**src/psc_pkg.sv**
```systemverilog
package psc_pkg;
   localparam logic [31:0] ADDR_UNLOCK_KEY = 32'h02AC0004;
   localparam logic [31:0] ADDR_CFG_A      = 32'h02AC0008;
   localparam logic [31:0] ADDR_STAT_A     = 32'h02AC0014;
   localparam logic [31:0] ADDR_STAT_B     = 32'h02AC0018;
   localparam logic [31:0] ADDR_ETH_CFG    = 32'h02AC0020;
   localparam logic [31:0] ADDR_CFG_B      = 32'h02AC002C;
   localparam logic [31:0] ADDR_DBG_PD     = 32'h02AC0054;
   localparam logic [31:0] UNLOCK_KEY      = 32'h0F0A0B00;
   localparam logic [31:0] RST_UNLOCK_KEY  = 32'hF0F0F0F0;
   localparam logic [31:0] RST_ZERO        = 32'h00000000;
   localparam int          WINDOW_CYCLES   = 16;
   localparam logic [4:0]  WINDOW_COUNT    = 5'(WINDOW_CYCLES);
   localparam int          NUM_PER         = 10;
   // Peripheral indices; main config bit positions follow.
   localparam int P_ETHERNET_CONTROLLER  = 0;
   localparam int P_TMR1  = 1;
   localparam int P_TMR0  = 2;
   localparam int P_GPIO  = 3;
   localparam int P_I2C   = 4;
   localparam int P_SER0  = 5;
   localparam int P_SER1  = 6;
   localparam int P_HOST  = 7;
   localparam int P_PCI   = 8;
   localparam int P_MEM   = 9;
   localparam int CFGA_ETHERNET_CONTROLLER_BIT = 4;
   localparam int CFGA_TMR1_BIT = 6;
   localparam int CFGA_TMR0_BIT = 8;
   localparam int CFGA_GPIO_BIT = 10;
   localparam int CFGA_I2C_BIT  = 12;
   localparam int CFGA_SER0_BIT = 14;
   localparam int CFGA_SER1_BIT = 16;
   localparam int CFGA_HOST_BIT = 18;
   localparam int CFGA_PCI_BIT  = 20;
   localparam int CFGB_EXT_MEM_BIT = 0;
   localparam int CFGB_DRAM_BIT    = 1;
   localparam logic [31:0] CFGA_MASK = 32'h00155550;
   localparam logic [31:0] CFGB_MASK = 32'h00000003;
   // Status: two bits per peripheral, A holds 0..7 from bit 0, B holds host and PCI.
   localparam int STAT_FIELD_W = 2;

   typedef enum logic [1:0] {
      PSC_DISABLED  = 2'b00,
      PSC_IN_PROG   = 2'b01,
      PSC_ENABLED   = 2'b11,
      PSC_POWERDOWN = 2'b10
   } psc_state_t;

   typedef enum logic [1:0] {
      PSC_MII   = 2'b00,
      PSC_RMII  = 2'b01,
      PSC_GMII  = 2'b10,
      PSC_RGMII = 2'b11
   } psc_eth_if_t;

   typedef struct packed {
      logic        pci_select;
      logic        bus_speed;
      logic        eeprom_autoinit;
      logic        host_width;
      logic [1:0]  ethernet_interface;
      logic        serial_one_pins;
      logic        ext_mem_pins;
      logic        dram_pins;
      logic        host_boot;
      logic        pci_boot;
   } psc_strap_t;

   typedef struct packed {
      logic        sel;
      logic        wr;
      logic        master_ok;
      logic [31:0] addr;
      logic [31:0] wdata;
   } psc_bus_req_t;
endpackage

```
**src/psc_top.sv**
```systemverilog
`timescale 1ns/1ns
module psc_top #(
   parameter int NPER = psc_pkg::NUM_PER
) (
   // Clock, reset and enable.
   input  wire logic                  i_clk,
   input  wire logic                  i_rst_b,
   input  wire logic                  i_ce,
   // Straps, steady around the reset release.
   input  wire psc_pkg::psc_strap_t   i_strap,
   // Register port from the CPU and emulator.
   input  wire psc_pkg::psc_bus_req_t i_bus,
   output logic [31:0]                o_rdata,
   output logic                       o_rvalid,
   // Peripheral controls.
   output logic [NPER-1:0]            o_per_clk_en,
   output logic [NPER-1:0]            o_per_rst_b,
   output logic                       o_ext_mem_en,
   output logic                       o_dram_en,
   // Pin muxing and options.
   output logic                       o_pci_pins,
   output logic                       o_host_lower_en,
   output logic                       o_host_upper_en,
   output logic                       o_pci_66mhz,
   output logic                       o_pci_eeprom_load,
   output psc_pkg::psc_eth_if_t       o_eth_if
);
   import psc_pkg::*;

   logic               strap_done;
   psc_strap_t         strap;
   logic [31:0]        unlock_key;
   logic [31:0]        cfg_a;
   logic [31:0]        cfg_b;
   logic [31:0]        eth_cfg;
   logic [31:0]        dbg_pd;
   logic [4:0]         window;
   psc_state_t         st [NPER];
   logic [NPER-1:0]    pins_ok;
   logic [NPER-1:0]    req_en;
   logic               acc;
   logic               wr_cfg_a;
   logic [31:0]        next_rdata;

   function automatic logic hit(input logic [31:0] a);
      return acc && i_bus.wr && (i_bus.addr == a);
   endfunction

   // Only the CPU and emulator qualify an access.
   assign acc      = i_bus.sel && i_bus.master_ok;
   assign wr_cfg_a = hit(ADDR_CFG_A) && (window != 5'h00);

   // Straps are captured on the first enabled edge after release, never at reset.
   always_ff @(posedge i_clk or negedge i_rst_b) begin
      if (!i_rst_b) begin
         strap_done <= 1'b0;
         strap      <= '0;
      end else if (i_ce && !strap_done) begin
         strap_done <= 1'b1;
         strap      <= i_strap;
      end
   end

   always_comb begin
      pins_ok         = '1;
      pins_ok[P_HOST] = !strap.pci_select;
      pins_ok[P_PCI]  = strap.pci_select;
      pins_ok[P_SER1] = strap.serial_one_pins;
      pins_ok[P_MEM]  = strap.ext_mem_pins | strap.dram_pins;
   end

   always_comb begin
      req_en         = '0;
      req_en[P_ETHERNET_CONTROLLER] = cfg_a[CFGA_ETHERNET_CONTROLLER_BIT];
      req_en[P_TMR1] = cfg_a[CFGA_TMR1_BIT];
      req_en[P_TMR0] = cfg_a[CFGA_TMR0_BIT];
      req_en[P_GPIO] = cfg_a[CFGA_GPIO_BIT];
      req_en[P_I2C]  = cfg_a[CFGA_I2C_BIT];
      req_en[P_SER0] = cfg_a[CFGA_SER0_BIT];
      req_en[P_SER1] = cfg_a[CFGA_SER1_BIT];
      req_en[P_HOST] = cfg_a[CFGA_HOST_BIT];
      req_en[P_PCI]  = cfg_a[CFGA_PCI_BIT];
      req_en[P_MEM]  = |cfg_b[1:0];
   end

   // Key register and the one-write window.
   always_ff @(posedge i_clk or negedge i_rst_b) begin
      if (!i_rst_b) begin
         unlock_key <= RST_UNLOCK_KEY;
         window     <= 5'h00;
      end else if (i_ce) begin
         if (hit(ADDR_UNLOCK_KEY)) begin
            unlock_key <= i_bus.wdata;
            window     <= (i_bus.wdata == UNLOCK_KEY) ? WINDOW_COUNT : 5'h00;
         end else if (wr_cfg_a) begin
            window <= 5'h00;
         end else if (window != 5'h00) begin
            window <= window - 5'h01;
         end
      end
   end

   // Main configuration; boot peripherals default enabled.
   always_ff @(posedge i_clk or negedge i_rst_b) begin
      if (!i_rst_b) begin
         cfg_a <= RST_ZERO;
      end else if (i_ce) begin
         if (!strap_done) begin
            cfg_a[CFGA_HOST_BIT] <= i_strap.host_boot;
            cfg_a[CFGA_PCI_BIT]  <= i_strap.pci_boot;
         end else if (wr_cfg_a) begin
            cfg_a <= i_bus.wdata & CFGA_MASK;
         end
      end
   end

   // Second configuration: direct write, set bits stick.
   always_ff @(posedge i_clk or negedge i_rst_b) begin
      if (!i_rst_b) begin
         cfg_b   <= RST_ZERO;
         eth_cfg <= RST_ZERO;
         dbg_pd  <= RST_ZERO;
      end else if (i_ce) begin
         if (hit(ADDR_CFG_B)) begin
            cfg_b <= cfg_b | (i_bus.wdata & CFGB_MASK);
         end
         if (hit(ADDR_ETH_CFG)) begin
            eth_cfg <= i_bus.wdata;
         end
         if (hit(ADDR_DBG_PD)) begin
            dbg_pd <= i_bus.wdata;
         end
      end
   end

   // Peripheral state machines. Progress lasts one cycle while clock starts under reset.
   for (genvar g = 0; g < NPER; g++) begin : g_per
      always_ff @(posedge i_clk or negedge i_rst_b) begin
         if (!i_rst_b) begin
            st[g] <= PSC_DISABLED;
         end else if (i_ce && strap_done) begin
            case (st[g])
               PSC_DISABLED: begin
                  if (!pins_ok[g]) begin
                     st[g] <= PSC_POWERDOWN;
                  end else if (req_en[g]) begin
                     st[g] <= PSC_IN_PROG;
                  end
               end
               PSC_IN_PROG: begin
                  st[g] <= req_en[g] ? PSC_ENABLED : PSC_DISABLED;
               end
               PSC_ENABLED: begin
                  if (!req_en[g]) begin
                     st[g] <= PSC_DISABLED;
                  end
               end
               PSC_POWERDOWN: begin
                  st[g] <= PSC_POWERDOWN;
               end
               default: begin
                  st[g] <= PSC_DISABLED;
               end
            endcase
         end
      end
   end

   // Outputs registered from state and latched straps.
   always_ff @(posedge i_clk or negedge i_rst_b) begin
      if (!i_rst_b) begin
         o_per_clk_en      <= '0;
         o_per_rst_b       <= '0;
         o_ext_mem_en      <= 1'b0;
         o_dram_en         <= 1'b0;
         o_pci_pins        <= 1'b0;
         o_host_lower_en   <= 1'b0;
         o_host_upper_en   <= 1'b0;
         o_pci_66mhz       <= 1'b0;
         o_pci_eeprom_load <= 1'b0;
         o_eth_if          <= PSC_MII;
      end else if (i_ce) begin
         for (int k = 0; k < NPER; k++) begin
            o_per_clk_en[k] <= (st[k] == PSC_IN_PROG) || (st[k] == PSC_ENABLED);
            o_per_rst_b[k]  <= (st[k] == PSC_ENABLED);
         end
         o_ext_mem_en      <= (st[P_MEM] == PSC_ENABLED) && cfg_b[CFGB_EXT_MEM_BIT]
                              && strap.ext_mem_pins;
         o_dram_en         <= (st[P_MEM] == PSC_ENABLED) && cfg_b[CFGB_DRAM_BIT]
                              && strap.dram_pins;
         o_pci_pins        <= strap_done && strap.pci_select;
         o_host_lower_en   <= strap_done && !strap.pci_select;
         o_host_upper_en   <= strap_done && !strap.pci_select && strap.host_width;
         o_pci_66mhz       <= strap.pci_select && strap.bus_speed;
         o_pci_eeprom_load <= strap.pci_select && strap.eeprom_autoinit;
         o_eth_if          <= psc_eth_if_t'(strap.ethernet_interface);
      end
   end

   // Read path, one cycle latency; unmapped reads return zero.
   always_comb begin
      next_rdata = RST_ZERO;
      case (i_bus.addr)
         ADDR_UNLOCK_KEY: next_rdata = unlock_key;
         ADDR_CFG_A:      next_rdata = cfg_a;
         ADDR_STAT_A: begin
            for (int k = 0; k < 8; k++) begin
               next_rdata[k*STAT_FIELD_W +: STAT_FIELD_W] = st[k];
            end
         end
         ADDR_STAT_B: begin
            next_rdata[1:0] = st[P_HOST];
            next_rdata[3:2] = st[P_PCI];
         end
         ADDR_ETH_CFG:    next_rdata = eth_cfg;
         ADDR_CFG_B:      next_rdata = cfg_b;
         ADDR_DBG_PD:     next_rdata = dbg_pd;
         default:         next_rdata = RST_ZERO;
      endcase
   end

   always_ff @(posedge i_clk or negedge i_rst_b) begin
      if (!i_rst_b) begin
         o_rdata  <= RST_ZERO;
         o_rvalid <= 1'b0;
      end else if (i_ce) begin
         o_rvalid <= acc && !i_bus.wr;
         o_rdata  <= (acc && !i_bus.wr) ? next_rdata : RST_ZERO;
      end
   end
endmodule

```
**config.mk**
```make
export PLATFORM = sky130hd
export DESIGN_NAME = psc_top
export DESIGN_NICKNAME = d
export VERILOG_FILES = /design/src/psc_pkg.sv /design/src/psc_top.sv
export SDC_FILE = /design/constraint.sdc
export NUM_CORES = 1
export LEC_CHECK = 0
export ABC_AREA = 1
export BUFFER_PORTS_ARGS = -buffer_cell sky130_fd_sc_hd__buf_2
export CORE_UTILIZATION = 45
export CTS_BUF_LIST = sky130_fd_sc_hd__clkbuf_16
export CTS_CLUSTER_DIAMETER = 50
export DETAILED_ROUTE_END_ITERATION = 16
export GPL_TIMING_DRIVEN = 1
export PLACE_DENSITY = 0.68
export SLEW_MARGIN = 20
export SYNTH_ARGS = -nofsm -noshare
export SYNTH_HDL_FRONTEND = slang
export SYNTH_SLANG_ARGS = --single-unit
```
**constraint.sdc**
```tcl
create_clock -name i_clk -period 1.4 [get_ports i_clk]
set_input_delay 0.28 -clock i_clk [delete_from_list [all_inputs] [get_ports i_clk]]
set_output_delay 0.28 -clock i_clk [all_outputs]
set_load 0.03 [all_outputs]
```
# After elaboration in Yosys (flattened, before gate mapping)
# Cells that the tools add are included.
[word_totals]
register_bits = 234
latch_bits = 0
mem_bits_rw = 0
romBits = 0
input_bits = 81
output_inout_bits = 62
memories = 0
[op_classes]
addsub = 1
mul = 0
div_mod_pow = 0
magnitude_cmp = 0
n_eq_ne = 59
shifts = 0
mux = 55
bitwise = 2
n_reduce_logical = 63
[op_table]
columns = ["cell", "count"]
rows = [
  ["$eq A32 B26 Y1 const B", 7],
  ["$pmux W16 S5", 1],
  ["$pmux W2 S4", 10],
  ["$pmux W12 S6", 1],
  ["$mux W2", 34],
  ["$eq A2 B2 Y1 const B", 20],
  ["$reduce_and A3 Y1", 11],
  ["$eq A32 B28 Y1 const B", 1],
  ["$mux W32", 1],
  ["$ne A2 B2 Y1 const B", 16],
  ["$or A32 B2 Y32", 1],
  ["$pmux W4 S6", 1],
  ["$mux W21", 1],
  ["$eq A2 B1 Y1 const B", 10],
  ["$logic_and A1 B1 Y1", 20],
  ["$logic_not A2 Y1", 10],
  ["$mux W5", 4],
  ["$ne A3 B3 Y1 const B", 4],
  ["$reduce_and A2 Y1", 6],
  ["$logic_or A1 B1 Y1", 10],
  ["$reduce_bool A5 Y1", 1],
  ["$sub A5 B1 Y5 const B", 1],
  ["$logic_not A1 Y1", 3],
  ["$reduce_bool A3 Y1", 1],
  ["4 further kinds", 5],
]

# Longest topological paths before layout
[depth]
ltp_word = 6
depth_mapped = 13
ltp_nobuf = 13

# Worst setup path before layout
# OpenSTA, ideal clock, no wires.
[synth_path]
path_kind = "input to register"
start = "in i_bus[47] (netlist bit)"
end = "reg window[2]"
setup_ns = 0.123
arrival_ns = 1.312
t_required_ns = 1.277
path_slack_ns = -0.035
cell_stages = 10
cell_sequence = "nor2_1 nand2_1 nor2_4 nand2_2 nor2_8 nand2_2 a21oi_2 inv_1 nand2_1 o21ai_1"
[synth_via]
elab_chain_len = 5
[synth_lines]
columns = ["element", "line", "source"]
rows = [
  ["from (decl)", "psc_top.sv:12", "input wire psc_pkg::psc_bus_req_t i_bus,"],
  ["$eq A32 B26 Y1", "psc_top.sv:46", "return acc && i_bus.wr && (i_bus.addr == a);"],
  ["$logic_and A1 B1 Y1", "psc_top.sv:46", ""],
  ["$logic_and A1 B1 Y1", "psc_top.sv:51", "assign wr_cfg_a = hit(ADDR_CFG_A) && (window != 5'h00);"],
  ["$reduce_bool A3 Y1 (no line) / $mux W5 (equally long branches)", "--", ""],
  ["$reduce_and A2 Y1 (no line) / $mux W5 (equally long branches)", "--", ""],
  ["to (signal assigned)", "psc_top.sv:94", "window <= (i_bus.wdata == UNLOCK_KEY) ? WINDOW_COUNT : 5'h00;"],
  ["to (signal assigned)", "psc_top.sv:98", "window <= window - 5'h01;"],
  ["to (decl)", "psc_top.sv:37", "logic [4:0] window;"],
]
# Several ways; a longest one is shown, not always the timed one.
# A chain may end at the register's enable or synchronous reset.

# Final worst setup path
[layout_path]
start = "reg window[1]"
end = "reg window[1]"
[layout_via]
elab_chain_len = 4
[layout_lines]
columns = ["element", "line"]
rows = [
  ["$sub A5 B1 Y5 / $reduce_bool A5 Y1 (equally long branches)", "psc_top.sv:98, psc_top.sv:51, psc_top.sv:97"],
  ["$mux W5 / $logic_and A1 B1 Y1 (equally long branches)", "psc_top.sv:97, psc_top.sv:51"],
  ["$mux W5 / $reduce_bool A3 Y1 (equally long branches)", "--"],
  ["$mux W5 / $reduce_and A2 Y1 (equally long branches)", "--"],
]
# Several ways; a longest one is shown, not always the timed one. The select of a mux whose other input is x is not followed.

==> summary.txt <==
Drt
  – Drt first pass iters: 5
  – Routed length per instance: about 15 um
  – Drt total wl: 25,900 um
  – M1 WL: between 10,000 and 15,000 um
  – Vias: 8,608
  – Top layer in use: met4
  – Met2 Wirelength: 12,000 um
  – Vias per cell: 5.08
  – Initial DRC count: about 530
  – DRT antenna net count: 0
  – Wire length on met3: 1650 um
  – DR DRC count: 0

Logic synthesis
  – Synth top area share: 49.0%
  – Yosys warns: 0
  – Synthesized area per cell: 8.14 sq um
  – Largest cells by area after synthesis: dfrtp_1 49%, nand2_1 17%, o21ai_1 5.6%
  – Post-synth top flop: dfrtp_1
  – Synthesized area: 9590 sq um
  – Post-Synthesis Cells: 1,179
  – Cell taking the most area after synthesis: dfrtp_1
  – Sequential element share of the synthesized area: 53.4%
  – FFs w/ async S/R, synth: 100%
  – Post-synth EDFFs: 0
  – Synth unique cells: 38
  – Synth Register Bits: a little over 200
  – Post-Syn Nets: ~1,300

Finish
  – Area grow syn2layout: 28.0%
  – Cell area after layout: 12,300 sq um
  – Most frequent cells in the layout: 415 x nand2_1, 187 x dfrtp_1, 129 x buf_2, 113 x o21ai_1, 111 x inv_1
  – Most common cell after layout, fill and taps aside: nand2_1
  – Ant. Diodes: 0
  – Layout cells sized above 1: 25.6%
  – Final net count: between 1,000 and 1,500

Floorplan
  – IO Count: 143
  – Die height: 148 um
  – Core Box Area: roughly 21,000 sq um
  – Die width: 148 um
  – Initial Utilization: between 40% and 50%
  – Die area: 21,900 sq um
  – Rows: 53

Worst setup path
  – CP max FO: 4
  – Worst Setup Start Kind: register
  – CP arrival: roughly 1.9 ns
  – Crit end category: register
  – Kind of critical path: register to register
  – Req. time, crit path: 1.83 ns
  – CP cell instances: inv_2, ha_4, nand3_4, inv_4, nor2_4, nand2_2, nand4_1, o21ai_1
  – CP max stage delay: 0.39 ns
  – Critical path's slowest cell: dfrtp_1

Timing
  – Setup Skew: 0.00900 ns
  – Final Hold Fails: 0
  – TNS Setup: -0.129 ns
  – Slew margin rel.: 75.4%
  – Worst setup margin: -0.0572 ns
  – Slew Limit Fails: 0
  – Worst-margin pin slew: 0.369 ns
  – Worst Hold Slack: 0.0141 ns
  – FMAX: around 690 MHz
  – RSZ-0062 raised after global routing: yes
  – Final min period: 1.46 ns
  – Setup violations, final: 5
  – Tcrit/Tclk final: 104%

Worst hold path
  – Min-Delay Path Class: input port to register

Clock tree
  – Sink Count: 204
  – Clk_lat worst skew: 0.51 ns
  – Clk pin slew, worst setup/hold paths: 0.06 ns
  – TritonCTS buffer count: 25
  – CTS tree: built
  – H-tree levels: 1
  – Bufs on Longest Clock Path: 3
  – CTS root buffer: clkbuf_16

Pwr
  – Seq pwr share: between 40% and 50%
  – Max VDD drop: 0.737 mV
  – Comb power frac: under 10%
  – Switch share: approximately 24%
  – Clock group share of total power: a little under half
  – P_leak: 6.40 nW
  – Sw power: 0.00333 W
  – Power per cell area: between 1000 and 1500 nW/um^2
  – Internal power: 0.0104 W

GRT
  – Initial antenna violation count: 0
  – Congestion Overflow GR: 0
  – Vias in the first global route: 8,370
  – Largest net degree at the start of global routing: between 50 and 60
  – First-pass GRT wire length: 42,600 um
  – GRT Overall Usage: about a quarter

Job
  – Max-cap violation count: 0

Placement
  – RePlAce Congestion: slightly below 0.9
  – Port bufs: 142
  – Detailed placement HPWL: 18,500 um
  – Pre-CTS setup slack: -0.348 ns
  – Placed inst area: roughly 11,000 sq um

Outcome
  – Failing checks: setup timing
  – Status: finished, violations left
## timing repair
action,CTS,global route
pin swaps,2,6
hold buffers,2,0
setup endpoints to repair,14,44
endpoints found under the hold margin,189,0
setup buffers,6,2
cloned,0,0
gates resized for setup,14,43
## cells in the mapped netlist (4+ instances only)
cell	count
nor3_1	5
dfrtp_1	188
a21oi_1	23
nor2_1	64
nand2_1	425
buf_2	15
buf_4	5
o21ai_0	40
nand4_1	17
clkbuf_1	7
inv_1	111
nor2_2	10
o21ai_1	107
buf_6	16
nor4_1	4
nor2_4	6
nand3_1	73
nand2_4	4
o21ai_2	7
nand2_2	7
dfstp_2	16
## power groups by stage
stage               sequential [W]  clock, W  combinational, W
floorplan                  0.00632         0          0.000353
global placement           0.00620         0           0.00105
detailed placement         0.00620         0           0.00107
CTS                        0.00610   0.00667           0.00108
global route               0.00611   0.00689           0.00119
finish                     0.00610   0.00657           0.00107
## worst max-delay path, delay by kind of cell (launching register included)
| family | cells | cell delay [ns] |
|---|---|---|
| AO/OA/AOI/OAI | 1 | 0.23 |
| adder cells (fa/ha/maj) | 1 | 0.14 |
| AND/OR/NAND/NOR | 4 | 0.44 |
| buffers and inverters | 2 | 0.17 |
| flip-flops | 1 | 0.39 |
## per-layer routing
layer	GRT usage (%)	vias to the layer above
met5	0	-
met2	38.7	264
met1	34.4	4088
met4	7.42	0
li1	-	4223
met3	3.92	33
## final cells by class
class | instances | area, sq um
sequential | 204 | 5130
multi-input combinational | 816 | 3850
tap | 275 | 344
fill | 1899 | 8680
inverter | 114 | 430
clock buffer | 25 | 626
timing repair buffer | 239 | 1690
clock inverter | 20 | 221
## registers in the layout, summed over array words and instances (netlist names), 5 cells and up, named ones only
name,flops
o_per_rst_b,10
strap,7
cfg_a,9
dbg_pd,32
unlock_key,32
o_per_clk_en,10
window,5
o_rdata,32
eth_cfg,32
st,14
## final timing paths
path	startpoint	to	slack, ns	cells after the start
max	window[1]	window[1]	-0.06	8
min	i_strap[6]	strap[6]	0.01	2
max reg2reg	window[1]	window[1]	-0.06	8
min reg2reg	o_eth_if[1]	o_eth_if[1]	0.47	2
max in group asynchronous	i_rst_b	unlock_key[22]	0.58	3
min in group asynchronous	i_rst_b	st[1]	0.18	2
## stage by stage
step	std cells	util (%)	power, W
after global placement	1638	53.5	0.00724
after global routing	1693	58.6	0.0142
after floorplan	1179	-	0.00668
after CTS	1691	58.1	0.0138
final	1693	58.6	0.0137
after detailed placement	1638	53.5	0.00727
## logic make-up (layout without fill, tap and decap cells)
group           count (synthesis)  in the layout  synth area share (%)
fa+ha+maj                       2              2                 0.261
mux                             2              2                 0.235
flops                         204            204                  53.4
simple gates                  618            618                  27.3
xor+xnor                        3              3                 0.274
compound gates                191            191                  10.7
buf+inv                       159            398                  7.86
(Power assumes the default switching activity.)
